**src/hw/host_front_pkg.sv**
```systemverilog
// Purpose: Shared constants and types of the host command front end.
// Assumes: One clock; bytes from the host receiver arrive on that clock.
// Notes:   Bit 7 of every host byte is its most significant bit.
package host_front_pkg;

	// Register offsets and interrupt bits
	localparam logic [7:0] REG_STATUS = 8'h00;
	localparam logic [7:0] REG_MASK   = 8'h04;
	localparam logic [7:0] REG_STATE  = 8'h08;
	localparam logic [7:0] REG_PORTS  = 8'h0C;
	localparam int         EV_ACCEPT  = 0;
	localparam int         EV_ERROR   = 1;
	localparam int         EV_CONFIG  = 2;
	localparam int         EV_W       = 3;

	// Command codes
	localparam logic [7:0] CMD_ERROR      = 8'h00;
	localparam logic [7:0] CMD_SEND       = 8'h01;
	localparam logic [7:0] CMD_BROADCAST  = 8'h02;
	localparam logic [7:0] CMD_POLL       = 8'h03;
	localparam logic [7:0] CMD_CONNECT    = 8'h04;
	localparam logic [7:0] CMD_DISCONNECT = 8'h05;
	localparam logic [7:0] CMD_READ_LOG   = 8'h06;
	localparam logic [7:0] CMD_SEC_DIAG   = 8'h07;
	localparam logic [7:0] CMD_ADP_DIAG   = 8'h08;
	localparam logic [7:0] CMD_CFG_HOST   = 8'h40;
	localparam logic [7:0] CMD_CFG_NETMGR = 8'h41;

	// Reserved secondary addresses
	localparam logic [7:0] ADDR_SPECIAL = 8'h00;
	localparam logic [7:0] ADDR_ALL     = 8'hFF;

	// Error codes
	localparam logic [15:0] ERR_FORMAT   = 16'h0001;
	localparam logic [15:0] ERR_BAD_CODE = 16'h0002;
	localparam logic [15:0] ERR_RECONFIG = 16'h0003;
	localparam logic [15:0] ERR_NOT_CFG  = 16'h0004;
	localparam logic [15:0] ERR_BAD_ADDR = 16'h0005;
	localparam logic [15:0] ERR_MODE     = 16'h0006;

	// Rate codes: 4 is 110 baud up to F at 115200 baud
	localparam logic [3:0] RATE_MIN    = 4'h4;
	localparam logic [3:0] RATE_9600   = 4'hB;
	localparam logic [3:0] RATE_115200 = 4'hF;

	// Switch positions, index is position minus one
	localparam int SW_DUPLEX = 1;
	localparam int SW_SYNC   = 2;
	localparam int SW_NRZ    = 3;
	localparam int SW_RATE_3 = 4;
	localparam int SW_RATE_2 = 5;
	localparam int SW_RATE_1 = 6;
	localparam int SW_RATE_0 = 7;

	// Characters of the terminal protocol
	localparam logic [7:0] ASCII_SPACE = 8'h20;
	localparam logic [7:0] ASCII_ZERO  = 8'h30;
	localparam logic [7:0] ASCII_NINE  = 8'h39;
	localparam logic [7:0] ASCII_UP_A  = 8'h41;
	localparam logic [7:0] ASCII_UP_F  = 8'h46;
	localparam logic [7:0] ASCII_LO_A  = 8'h61;
	localparam logic [7:0] ASCII_LO_F  = 8'h66;
	localparam logic [7:0] ASCII_HEX10 = 8'h0A;

	typedef struct packed {
		logic       enable;
		logic [3:0] rate;
		logic       full_duplex;
		logic       sync_mode;
		logic       nrz;
	} port_setting_type;

	typedef struct packed {
		logic       valid;
		logic       last;
		logic [7:0] data;
	} stream_byte_type;

	typedef struct packed {
		logic       valid;
		logic [7:0] code;
		logic [7:0] addr;
	} cmd_type;

	typedef enum logic {TX_IDLE, TX_BUSY} tx_state_type;

endpackage

```
**src/hw/host_command_front_end.sv**
```systemverilog
// Purpose: Settles network port defaults and parses host command strings.
// Assumes: Host bytes come from a receiver on mclk_i; switches are pins.
// Notes:   Error replies are sent as bytes or as hex characters by protocol.
//
// Our own choices: the address-and-strobe port and the address map.
`timescale 1ns/10ps
module host_command_front_end
(
	input  wire logic                               mclk_i,
	input  wire logic                               reset_n_i,
	input  wire logic                               term_proto_i,
	input  wire logic [7:0]                         switch_bank1_i,
	input  wire logic [7:0]                         switch_bank2_i,
	input  wire host_front_pkg::stream_byte_type    host_byte_i,
	output logic                                    host_ready_o,
	output host_front_pkg::stream_byte_type         resp_byte_o,
	input  wire logic                               resp_ready_i,
	output host_front_pkg::cmd_type                 cmd_o,
	output host_front_pkg::port_setting_type        local_port_o,
	output host_front_pkg::port_setting_type        modem_port_o,
	output logic [15:0]                             host_port_cfg_o,
	input  wire logic [7:0]                         reg_addr_i,
	input  wire logic [31:0]                        reg_wdata_i,
	input  wire logic                               reg_wr_i,
	input  wire logic                               reg_rd_i,
	output logic [31:0]                             reg_rdata_o,
	output logic                                    irq_o
);
	import host_front_pkg::*;

	typedef struct packed {
		logic [16:0]      sync_m;
		logic [16:0]      sync_s;
		logic             host_cfg;
		logic             nm_cfg;
		logic             eha_mode;
		logic             loc_expl;
		logic             mod_expl;
		port_setting_type local_set;
		port_setting_type modem_set;
		logic [2:0]       count;
		logic [7:0]       code;
		logic [7:0]       p1;
		logic [7:0]       p2;
		logic [3:0]       nib_hi;
		logic             nib_half;
		logic             bad;
		tx_state_type     tx_state;
		logic [31:0]      tx_buf;
		logic [2:0]       tx_len;
		logic [2:0]       tx_idx;
		logic             tx_nib;
		logic             tx_ascii;
		stream_byte_type  resp;
		cmd_type          cmd;
		logic [15:0]      last_err;
		logic [EV_W-1:0]  status;
		logic [EV_W-1:0]  mask;
		logic [31:0]      rdata;
	} state_type;

	state_type r_q;
	state_type r_d;

	// Hex character to nibble, flags characters that are not hex digits
	function automatic logic [4:0] hex_value(input logic [7:0] c);
		logic [7:0] v;
		v = 8'h00;
		if (c >= ASCII_ZERO && c <= ASCII_NINE)
			v = c - ASCII_ZERO;
		else if (c >= ASCII_UP_A && c <= ASCII_UP_F)
			v = c - ASCII_UP_A + ASCII_HEX10;
		else if (c >= ASCII_LO_A && c <= ASCII_LO_F)
			v = c - ASCII_LO_A + ASCII_HEX10;
		else
			return 5'h10;
		return {1'b0, v[3:0]};
	endfunction

	// Nibble to upper-case hex character
	function automatic logic [7:0] hex_char(input logic [3:0] n);
		logic [7:0] w;
		w = {4'h0, n};
		if (n < 4'hA)
			return ASCII_ZERO + w;
		return ASCII_UP_A + w - ASCII_HEX10;
	endfunction

	// Rate code from positions 5 to 8, bank bit 0 is position 1
	function automatic logic [3:0] switch_rate(input logic [7:0] sw);
		logic [3:0] c;
		c = {sw[SW_RATE_3], sw[SW_RATE_2], sw[SW_RATE_1], sw[SW_RATE_0]};
		return (c < RATE_MIN) ? RATE_9600 : c;
	endfunction

	// Next-state logic of the whole block
	always_comb
	begin
		logic        proto_t;
		logic [7:0]  bank1;
		logic        take;
		logic        got_byte;
		logic [7:0]  byte_val;
		logic [4:0]  hv;
		logic        ended;
		logic        both_cfg;
		logic [15:0] err;
		logic        with_addr;
		logic [7:0]  out_byte;
		logic [EV_W-1:0] ev;
		proto_t   = 1'b0;
		bank1     = 8'h00;
		take      = 1'b0;
		got_byte  = 1'b0;
		byte_val  = 8'h00;
		hv        = 5'h00;
		ended     = 1'b0;
		both_cfg  = 1'b0;
		err       = 16'h0000;
		with_addr = 1'b0;
		out_byte  = 8'h00;
		ev        = '0;
		r_d       = r_q;

		// Two-stage synchronisers for the protocol strap and switch banks
		r_d.sync_m = {term_proto_i, switch_bank1_i, switch_bank2_i};
		r_d.sync_s = r_q.sync_m;
		proto_t    = r_q.sync_s[16];
		bank1      = r_q.sync_s[15:8];

		// Defaults follow protocol and switches until overridden
		if (!r_q.loc_expl)
		begin
			r_d.local_set.rate = proto_t ? switch_rate(bank1)
				: RATE_115200;
		end
		if (!r_q.mod_expl)
		begin
			if (proto_t)
			begin
				r_d.modem_set.rate        = switch_rate(bank1);
				r_d.modem_set.full_duplex = bank1[SW_DUPLEX];
				r_d.modem_set.sync_mode   = bank1[SW_SYNC];
				r_d.modem_set.nrz         = bank1[SW_NRZ];
			end
			else
			begin
				r_d.modem_set.rate        = RATE_9600;
				r_d.modem_set.full_duplex = 1'b1;
				r_d.modem_set.sync_mode   = 1'b1;
				r_d.modem_set.nrz         = 1'b1;
			end
		end
		// Local line is fixed asynchronous, half duplex, NRZI
		r_d.local_set.full_duplex = 1'b0;
		r_d.local_set.sync_mode   = 1'b0;
		r_d.local_set.nrz         = 1'b0;
		both_cfg = r_q.host_cfg && r_q.nm_cfg;
		r_d.local_set.enable = both_cfg;
		r_d.modem_set.enable = both_cfg;

		// Input byte or character decode
		r_d.cmd.valid = 1'b0;
		take = host_byte_i.valid && (r_q.tx_state == TX_IDLE);
		if (take)
		begin
			ended = host_byte_i.last;
			if (!proto_t)
			begin
				got_byte = 1'b1;
				byte_val = host_byte_i.data;
			end
			else if (host_byte_i.data != ASCII_SPACE)
			begin
				hv = hex_value(host_byte_i.data);
				if (hv[4])
					r_d.bad = 1'b1;
				else if (!r_q.nib_half)
				begin
					r_d.nib_hi   = hv[3:0];
					r_d.nib_half = 1'b1;
				end
				else
				begin
					got_byte     = 1'b1;
					byte_val     = {r_q.nib_hi, hv[3:0]};
					r_d.nib_half = 1'b0;
				end
			end
			if (got_byte)
			begin
				unique case (r_q.count)
					3'd0: r_d.code = byte_val;
					3'd1: r_d.p1 = byte_val;
					3'd2: r_d.p2 = byte_val;
					default: ;
				endcase
				if (r_q.count != 3'd7)
					r_d.count = r_q.count + 3'd1;
			end
		end

		// Whole string received: check and dispatch
		if (ended)
		begin
			if (r_d.bad || r_d.nib_half || r_d.count == 3'd0)
				err = ERR_FORMAT;
			else
			begin
				unique case (r_d.code)
					CMD_CFG_HOST:
					begin
						if (r_q.host_cfg)
							err = ERR_RECONFIG;
						else
						begin
							r_d.host_cfg = 1'b1;
							if (r_d.count >= 3'd2)
								r_d.eha_mode = r_d.p1[0];
						end
					end
					CMD_CFG_NETMGR:
					begin
						if (r_q.nm_cfg)
							err = ERR_RECONFIG;
						else
						begin
							r_d.nm_cfg = 1'b1;
							if (r_d.count >= 3'd2)
							begin
								r_d.mod_expl = 1'b1;
								r_d.modem_set.rate        = r_d.p1[7:4];
								r_d.modem_set.full_duplex = r_d.p1[3];
								r_d.modem_set.sync_mode   = r_d.p1[2];
								r_d.modem_set.nrz         = r_d.p1[1];
							end
							if (r_d.count >= 3'd3)
							begin
								r_d.loc_expl = 1'b1;
								r_d.local_set.rate = r_d.p2[7:4];
							end
						end
					end
					CMD_SEND, CMD_POLL:
					begin
						if (!both_cfg)
							err = ERR_NOT_CFG;
						else if (r_d.code == CMD_POLL && !r_q.eha_mode)
							err = ERR_MODE;
						else if (r_d.count < 3'd2 || r_d.p1 == ADDR_SPECIAL
							|| r_d.p1 == ADDR_ALL)
						begin
							err = ERR_BAD_ADDR;
							with_addr = r_d.count >= 3'd2;
						end
					end
					CMD_CONNECT, CMD_DISCONNECT:
					begin
						if (!both_cfg)
							err = ERR_NOT_CFG;
						else if (r_d.count >= 3'd2 && r_d.p1 == ADDR_SPECIAL)
						begin
							err = ERR_BAD_ADDR;
							with_addr = 1'b1;
						end
					end
					CMD_BROADCAST, CMD_READ_LOG, CMD_SEC_DIAG, CMD_ADP_DIAG:
					begin
						if (!both_cfg)
							err = ERR_NOT_CFG;
					end
					default: err = ERR_BAD_CODE;
				endcase
			end
			if (err != 16'h0000)
			begin
				// Queue the error reply: code, error word, optional address
				r_d.tx_state = TX_BUSY;
				r_d.tx_buf   = {CMD_ERROR, err, r_d.p1};
				r_d.tx_len   = with_addr ? 3'd4 : 3'd3;
				r_d.tx_idx   = 3'd0;
				r_d.tx_nib   = 1'b0;
				r_d.tx_ascii = proto_t;
				r_d.last_err = err;
				ev[EV_ERROR] = 1'b1;
			end
			else
			begin
				r_d.cmd.valid = 1'b1;
				r_d.cmd.code  = r_d.code;
				r_d.cmd.addr  = r_d.p1;
				ev[EV_ACCEPT] = 1'b1;
				ev[EV_CONFIG] = r_d.host_cfg && r_d.nm_cfg && !both_cfg;
			end
			r_d.count    = 3'd0;
			r_d.bad      = 1'b0;
			r_d.nib_half = 1'b0;
		end

		// Reply sender, holds each output byte until taken
		if (r_q.resp.valid && resp_ready_i)
			r_d.resp.valid = 1'b0;
		if (r_q.tx_state == TX_BUSY && (!r_q.resp.valid || resp_ready_i))
		begin
			out_byte = r_q.tx_buf[31:24];
			r_d.resp.valid = 1'b1;
			if (r_q.tx_ascii)
			begin
				r_d.resp.data = hex_char(r_q.tx_nib ? out_byte[3:0]
					: out_byte[7:4]);
				r_d.tx_nib = !r_q.tx_nib;
			end
			else
				r_d.resp.data = out_byte;
			if (!r_q.tx_ascii || r_q.tx_nib)
			begin
				r_d.tx_buf = {r_q.tx_buf[23:0], 8'h00};
				r_d.tx_idx = r_q.tx_idx + 3'd1;
				r_d.resp.last = (r_q.tx_idx + 3'd1 == r_q.tx_len);
				if (r_q.tx_idx + 3'd1 == r_q.tx_len)
					r_d.tx_state = TX_IDLE;
			end
			else
				r_d.resp.last = 1'b0;
		end

		// Register writes: mask, and status cleared by ones with set winning
		if (reg_wr_i && reg_addr_i == REG_MASK)
			r_d.mask = reg_wdata_i[EV_W-1:0];
		if (reg_wr_i && reg_addr_i == REG_STATUS)
			r_d.status = r_q.status & ~reg_wdata_i[EV_W-1:0];
		r_d.status = r_d.status | ev;

		// Register reads, unmapped offsets read zero
		r_d.rdata = 32'h0000_0000;
		if (reg_rd_i)
		begin
			unique case (reg_addr_i)
				REG_STATUS: r_d.rdata = {29'h0, r_q.status};
				REG_MASK:   r_d.rdata = {29'h0, r_q.mask};
				REG_STATE:  r_d.rdata = {r_q.last_err, 12'h000,
					proto_t, r_q.eha_mode, r_q.nm_cfg, r_q.host_cfg};
				REG_PORTS:  r_d.rdata = {16'h0000, r_q.modem_set,
					r_q.local_set};
				default:    r_d.rdata = 32'h0000_0000;
			endcase
		end
	end

	// State register
	always_ff @(posedge mclk_i or negedge reset_n_i)
	begin
		if (!reset_n_i)
			r_q <= '0;
		else
			r_q <= r_d;
	end

	// Outputs
	assign host_ready_o    = (r_q.tx_state == TX_IDLE);
	assign resp_byte_o     = r_q.resp;
	assign cmd_o           = r_q.cmd;
	assign local_port_o    = r_q.local_set;
	assign modem_port_o    = r_q.modem_set;
	assign host_port_cfg_o = r_q.sync_s[15:0]; // Both banks
	assign reg_rdata_o     = r_q.rdata;
	assign irq_o           = |(r_q.status & r_q.mask);

endmodule // host_command_front_end

```
**config.mk**
```make
export PLATFORM = sky130hd
export DESIGN_NAME = host_command_front_end
export DESIGN_NICKNAME = d
export VERILOG_FILES = /design/src/hw/host_front_pkg.sv /design/src/hw/host_command_front_end.sv
export SDC_FILE = /design/constraint.sdc
export NUM_CORES = 1
export LEC_CHECK = 0
export ABC_AREA = 0
export CELL_PAD_IN_SITES_DETAIL_PLACEMENT = 1
export CELL_PAD_IN_SITES_GLOBAL_PLACEMENT = 2
export CORE_UTILIZATION = 38
export CTS_BUF_LIST = sky130_fd_sc_hd__clkbuf_2
export CTS_CLUSTER_DIAMETER = 150
export DETAILED_ROUTE_END_ITERATION = 8
export DONT_BUFFER_PORTS = 1
export MAX_ROUTING_LAYER = met4
export PLACE_DENSITY_LB_ADDON = 0.1
export SYNTH_ARGS = -nofsm -noshare
export SYNTH_HDL_FRONTEND = slang
export SYNTH_SLANG_ARGS = --single-unit
```
**constraint.sdc**
```tcl
create_clock -name mclk_i -period 3.38 [get_ports mclk_i]
set_input_delay 0.507 -clock mclk_i [delete_from_list [all_inputs] [get_ports mclk_i]]
set_output_delay 0.507 -clock mclk_i [all_outputs]
set_load 0.02 [all_outputs]
```
==> impl.org, run 1 <==
** Run status
- The flow ran to the end, but the final reports show violations.
- Violated checks :: negative hold slack, negative setup slack

** Power and ir drop
- Of the total power, registers draw 45.3%.
- Net switching is 38.3% of the power.
- In this run the power density over the cells is 687 nW/um^2.
- The analysis attributes to net switching a power of 2.53 mW.
- Power share of the combinational group :: 38.1%
- Across the VDD grid, the largest voltage drop is 0.275 mV.
- Cell-internal power :: 4.07 mW
- Per report_power, the clock group accounts for 16.6% of the total.
- LEAKAGE :: 4.44 nW

** Synth
- Flops & latches, synth :: 174
- In the synthesized netlist, the cells that appear most often are dfrtp_1 (174), buf_4 (95), nand2_1 (51).
- A synthesized cell averages 11.2 um^2.
- Among all flip-flop cells after synthesis, the most frequent one is dfrtp_1.
- Yosys mapped a number of flops with a built-in enable equal to 0.
- In the synthesized netlist, the number of instances is 740.
- The cell area that synthesis handed to floorplanning was 8280 um^2.
- Leading cell types by total area after synthesis :: dfrtp_1 (53%), buf_4 (8.6%), mux2_2 (4.4%), a22o_1 (2.4%), mux2i_1 (2.4%)
- Area fraction of the dominant cell type after synthesis :: 52.6%
- Synthesis Warnings :: 0
- Leading cell type by number of instances after synthesis :: dfrtp_1
- Synth area leader :: dfrtp_1
- After synthesis, the netlist uses 68 different library cells.
- Sequential-to-total area share from yosys stat :: 52.6%
- After synthesis, the share of flip-flops with an asynchronous set or reset is 100%.

** Routing
- After detailed routing, no signal wire sits above met4.
- In the detailed route, the total length drawn on met3 is 790 um.
- After detailed routing, the number of vias per cell comes to 5.15.
- Antenna Nets Post-Route :: 0
- Via count :: 5591
- After the first detailed-routing iteration, the DRC count stood at 222.
- Post-DR wirelength/cell :: 19.3 um
- Routed wl met2 :: 10.7 mm
- For this block, wires on met1 add up to 9.00 mm.
- After detailed routing, the number of remaining DRC violations is 0.
- Count of TritonRoute iterations in the first routing pass :: 4
- Routed wire length :: 20.9 mm

** Global routing
- The first global-routing pass estimated 33.5 mm of wire.
- Antenna violations before repair :: 0
- The number of global-route vias before repair came to 6068.
- Remaining global-route overflow :: 0
- Global router's overall resource usage :: 20.3%
- Entering global routing, the biggest net connects 175 pins.

** STA
- Count of final setup violators :: 62
- Between clock sinks in the finished design, the worst skew comes to 37.4 ps.
- For the pin with the worst max-slew slack, the measured transition is 632 ps.
- Final WS setup :: -198 ps
- Number of endpoints with negative hold slack in the final report :: 174
- Setup repair after global routing could not meet its margin everywhere.
- The routed design could run at a clock period as short as 3580 ps.
- In the finished design, the share of the clock period the worst path needs comes to 106%.
- Max_slew headroom :: 57.7%
- Across all hold checks on the routed design, the worst slack comes to -619 ps.
- The count of pins over their slew limit came to 0.
- Maximum achievable frequency :: 279 MHz

** Setup path
- The worst setup path is of the flop to flop kind.
- Type of destination of the critical path :: flop
- Largest delay contributor family on the critical path :: simple AND/OR/NAND/NOR gates
- Worst path cell trace :: or3b_4 -> a311oi_4 -> and2_4 -> mux2i_4 -> inv_2 -> or4_4 -> and3_4 -> o221ai_4 -> o41ai_4 -> and2_4 -> clkbuf_16 -> a211o_1
- In this design, the critical path's most frequently occurring cell is and2_4.
- On the critical path, the stage with the largest delay is an instance of or4_4.
- WP data arrival :: 4260 ps
- Largest driver fanout on the critical path :: 12
- For the worst setup path, the data required time is 4060 ps.
- Slowest stage delay, CP :: 530 ps
- The worst setup path is launched from a flop.
- Count of buffering cells on the critical path with inverters included :: 2

** Placed design
- The HPWL after detailed placement is 15.3 mm.
- The number of placed instances, taps included, is 1007.
- At the end of routability-driven placement, the weighted congestion stood at 0.858.
- During placement, the flow inserted port buffers numbering 0.

** Clock network
- At the later pin of the worst-skew pair, clock insertion delay measures 750 ps.
- Num CTS Buffers :: 17
- Clk sinks :: 174
- The tree is rooted in a clkbuf_2.
- Max Buffers Root-to-Sink :: 2
- Clk pin slew, worst setup/hold paths :: 280 ps
- TritonCTS built the clock tree.
- H-tree level count :: 4

** Finish
- Post-route core utilization :: 45.2%
- Cells with a size suffix above 1 make up 28.1% of the layout.
- In the final design database the tool counted 882 nets.
- Number of filler instances in the final layout :: 2321
- Antenna Cells :: 0
- The area growth from synthesis to layout is 15.8%.
- Once layout is complete, the cells apart from fillers number 1086.

** Floorplanning
- The die is 150 um tall.
- Area enclosed by the die boundary :: 22400 um^2
- Boundary Pins :: 165
- Count of standard-cell rows :: 53
- Width of the die :: 150 um
- CORE AREA :: 21200 um^2
- Initial cell density of the core :: 39.0%

** Min path
- The path class of the tightest hold or removal check is input pin to async pin.

** Run
- The tool flagged a number of max-cap violations equal to 0.
## sequential cells by signal, indices dropped and copies added (netlist names)
name and cells:
cmd_o 17, r_d 17, reg_rdata_o 18, local_port_o 4, r_q 84, modem_port_o 8
resp_byte_o 10, host_port_cfg_o 16
## through the flow
step | setup TNS (ps) | instance area (um^2) | total power [mW] | setup slack (ps)
6_report | -6990 | 9590 | 6.59 | -198
5_1_grt | -18470 | 9590 | 7.05 | -333
4_1_cts | -7810 | 9390 | 6.50 | -214
3_5_place_dp | -51580 | 8690 | 5.29 | -842
3_3_place_gp | -46300 | 8690 | 5.21 | -824
2_1_floorplan | -42550 | 8460 | 4.44 | -678
## layout make-up
| type | count | area (um^2) | share of cell area, % |
|---|---|---|---|
| Sequential cell | 174 | 4360 | 45.4 |
| Multi-Input combinational cell | 443 | 3320 | 34.6 |
| Timing Repair Buffer | 141 | 1240 | 12.9 |
| Tap cell | 275 | 344 | 3.59 |
| Clock inverter | 15 | 156 | 1.63 |
| Inverter | 21 | 96.3 | 1.00 |
| Clock buffer | 17 | 85.1 | 0.887 |
## metal layers
layer / up-vias / global-route usage [%]
li1: 2599 / -
met1: 2852 / 24.4
met2: 110 / 34.2
met3: 30 / 4.02
met4: 0 / 6.12
met5: - / -
## worst paths after layout
| check | slack (ps) | startpoint | to | depth (start not counted) |
|---|---|---|---|---|
| min reg2reg | 370 | r_d[180]$_DFF_PN0_ | host_port_cfg_o[4]$_DFF_PN0_ | 0 |
| max | -200 | r_q[121]$_DFF_PN0_ | r_q[85]$_DFF_PN0_ | 12 |
| max in group asynchronous | 3760 | reset_n_i | r_q[145]$_DFF_PN0_ | 0 |
| min in group mclk_i | 110 | reg_wr_i | r_q[33]$_DFFE_PN0P_ | 2 |
| max reg2reg | -200 | r_q[121]$_DFF_PN0_ | r_q[85]$_DFF_PN0_ | 12 |
| min | -620 | reset_n_i | host_port_cfg_o[5]$_DFF_PN0_ | 0 |
## repair_timing
| item | in CTS | in global routing |
|---|---|---|
| endpoints found under the hold margin | 211 | 175 |
| pin swaps | 8 | 9 |
| resized for setup | 21 | 19 |
| endpoints found under the setup margin | 77 | 75 |
| hold buffers | 34 | 1 |
| buffers inserted | 6 | 4 |
| gates cloned | 0 | 2 |
## power by group through the flow
stage	logic, mW	registers (mW)	clock network, mW
after floorplan	1.68	2.77	0
after global placement	2.18	3.02	0
after detailed placement	2.26	3.03	0
after CTS	2.36	3.00	1.15
after global routing	2.75	3.06	1.23
final	2.51	2.99	1.09
## logic make-up after synthesis
logic type | Yosys count | synth area share, %
adder cells (fa/ha/maj) | 12 | 1.81
XOR/XNOR | 5 | 0.529
multiplexers | 56 | 7.49
flip-flops | 174 | 52.6
AND/OR/NAND/NOR | 199 | 13.2
buffers and inverters | 138 | 11.0
AO/OA/AOI/OAI | 155 | 13.3
other | 1 | 0.0453
## cells in the final DEF (no fill, tap or decap), drive strengths merged, types with 14 or more instances in the layout
master and instances:
mux2 36, o21ai 32, buf 104, dfrtp 174
and2 20, a22o 23, a31oi 17, nand2 51
nor2b 14, dlygate4sd3 35, inv 27, mux2i 20
a21oi 34, conb 16, clkbuf 19, nor2 41
Power figures use the tool's default switching activity.
==> run 2: changes to the inputs <==
--- a/config.mk
+++ b/config.mk
@@ -14,7 +14,7 @@
 export DETAILED_ROUTE_END_ITERATION = 8
 export DONT_BUFFER_PORTS = 1
 export MAX_ROUTING_LAYER = met4
-export PLACE_DENSITY_LB_ADDON = 0.1
+export PLACE_DENSITY = 0.83
 export SYNTH_ARGS = -nofsm -noshare
 export SYNTH_HDL_FRONTEND = slang
 export SYNTH_SLANG_ARGS = --single-unit
==> run 2 against run 1 <==
Effect of this change:
- the run still ends with negative hold slack, negative setup slack left
- sequential power is essentially flat
- total power grew 5.1%
- clock power is essentially flat
- critical endpoint is now r_q[81]$_DFFE_PN0P_
==> impl.org, run 2 (same netlist as run 1, synthesis figures left out) <==
** Finish
- Layout area overhead :: 21.4%
- Count of placed standard cells in the final layout, fillers left out :: 1115
- The register with the most flip-flops in the final layout is r_q.
- The library cell used most frequently in the layout, excluding fill and tap cells, is dfrtp_1.
- Post-route core utilization :: 47.4%
- At the end of the flow, the number of nets in the layout was 910.
- Fraction of layout instances using a drive strength above 1 :: 32.7%
- Commonest cells after routing, fill and taps aside :: dfrtp_1 (173), buf_4 (113), nand2_1 (43)
- Number of flip-flops under the largest register name :: 84

** Floorplanning
- Initial cell density of the core :: 39.0%
- Boundary Pins :: 165
- Count of standard-cell rows :: 53
- Vert. Die Dim :: 150 um
- After floorplanning, the core was sized to cover 21200 um^2.
- Area enclosed by the die boundary :: 22400 um^2
- The floorplan step set the die width to 150 um.

** Global routing
- After global routing the overflow that remains totals 0.
- Entering global routing, the biggest net connects 175 pins.
- For this run, the total global-route usage over all layers was measured as 20.8%.
- Number of global-route vias before repair :: 6272
- The number of antenna violations at the first check in global routing was 1.
- Global-route wire length before repair :: 34.4 mm

** Placed design
- The wire-length estimate of the detail-placed layout is 15.4 mm.
- Prior to clock tree synthesis, the placed netlist has a worst setup slack of -755 ps.
- After detailed placement, the design holds a cell count of 1009.
- Buffers placed on the I/O ports in this run total 0.
- Routability-driven placement finished with a final weighted congestion of 0.857.

** Routing
- After detailed routing, no signal wire sits above met4.
- Antenna Nets Post-Route :: 0
- After detailed routing, the average wire length per cell comes to 19.7 um.
- Routed wire length :: 22.0 mm
- In the detailed route, the total length drawn on met3 is 824 um.
- Using the TritonRoute via totals, the vias-per-cell ratio works out to 5.18.
- Detailed-routing wirelength on met1 :: 9.02 mm
- The routed layout has 5775 vias.
- The first TritonRoute pass finished after 4 iterations.
- Wire segments on met2 add up to 11.8 mm in the final route.
- DRC violation count after routing :: 0
- After the first detailed-routing iteration, the DRC count stood at 223.

** STA
- Count of final setup violators :: 71
- Setup repair after global routing could not meet its margin everywhere.
- The worst pin sits at a relative slew slack of 29.8%.
- Final WS setup :: -259 ps
- Hold WS :: -620 ps
- The count of pins over their slew limit is 0.
- The final hold violation count came to 174.
- Sum Neg Setup Slack :: -9290 ps
- Crit path time final :: 3640 ps
- Actual transition at the worst max-transition pin :: 1050 ps
- Final worst path period share :: 108%
- Maximum achievable frequency :: 275 MHz
- Setup skew after layout :: 43.2 ps

** Clock network
- H-tree level count :: 4
- CTS saw 174 sinks.
- TritonCTS built the clock tree.
- The tree is rooted in a clkbuf_2.
- The clock reaches the later pin of the worst-skew pair after 770 ps.
- Clk pin slew, worst setup/hold paths :: 290 ps
- Max Buffers Root-to-Sink :: 2
- Num CTS Buffers :: 17

** Run status
- Violated checks :: negative hold slack, negative setup slack
- The run finished, with violations left.

** Power and ir drop
- LEAKAGE :: 4.65 nW
- For this design the ratio of total power to cell area is 689 nW/um^2.
- Total power :: 6.93 mW
- The worst-case IR drop observed on VDD is 0.297 mV.

** Setup path
- The worst setup path is launched from a flop.
- Logic depth of the worst register-to-register path :: 14
- The critical path in this run is classified as flop to flop.
- STA classifies the critical path endpoint as a flop.
- In this run the worst path has a maximum fanout of 6.
- WP data arrival :: 4330 ps
- At the worst endpoint, the required time is 4070 ps.

** Min path
- The path class of the tightest hold or removal check is input pin to async pin.

** Run
- Maxcap violations :: 0
==> run 2: cell types whose count changed in the layout (fill, tap and decap cells not counted), sizes merged <==
cell and change:
buf +29, clkbuf +1, clkinv -1, diode +1
dlygate4sd3 -1
==> run 2: through the flow <==
step / area, um^2 / hold slack [ps]
global route: 10000 / -762
floorplan: 8460 / 211
global placement: 8700 / 215
finish: 10000 / -620
detailed placement: 8700 / 215
CTS: 9870 / -697
==> run 2: final timing paths <==
path,startpoint,to,slack [ps]
setup / recovery,r_q[121]$_DFF_PN0_,r_q[81]$_DFFE_PN0P_,-260
hold / removal,reset_n_i,r_q[109]$_DFF_PN0_,-620
setup reg to reg,r_q[121]$_DFF_PN0_,r_q[81]$_DFFE_PN0P_,-260
hold reg to reg,r_d[187]$_DFF_PN0_,host_port_cfg_o[11]$_DFF_PN0_,370
max in group asynchronous,reset_n_i,r_q[152]$_DFF_PN0_,3810
min in group mclk_i,reg_addr_i[2],reg_rdata_o[0]$_DFF_PN0_,100
==> run 2: layout make-up <==
class	instances	area, um^2
fill	2268	11200
sequential	174	4360
multi-input combinational	443	3480
timing repair buffer	169	1520
tap	275	344
clock inverter	14	155
inverter	21	101
clock buffer	18	90.1
antenna	1	2.50
==> run 2: critical path, stage by stage, from the launching register on <==
cell and delay, ps:
dfrtp_2 510, or3b_4 390, a311oi_4 270, and2_4 240, buf_6 140, a31oi_4 90, buf_6 140, nor4_4 240
buf_4 180, and3_4 210, o221ai_4 120, o41ai_4 390, buf_4 220, buf_6 140, mux2_4 290
==> run 2: repair_timing <==
item	4_1_cts	5_1_grt
hold buffers	31	3
buffers inserted	28	12
setup endpoints to repair	76	74
gates resized for setup	65	25
hold endpoints to repair	207	178
pin swaps	21	20
gates cloned	3	2
==> run 2: where the power goes <==
part	leakage [nW]	internal, mW	switching (mW)
clock	0.139	0.300	0.821
sequential	2.23	2.54	0.472
combinational	2.29	1.39	1.40
==> run 2: metal layers <==
layer | vias to the layer above | GRT usage [%]
met1 | 2977 | 23.9
li1 | 2656 | -
met3 | 18 | 4.54
met4 | 0 | 5.31
met5 | - | -
met2 | 124 | 36.6
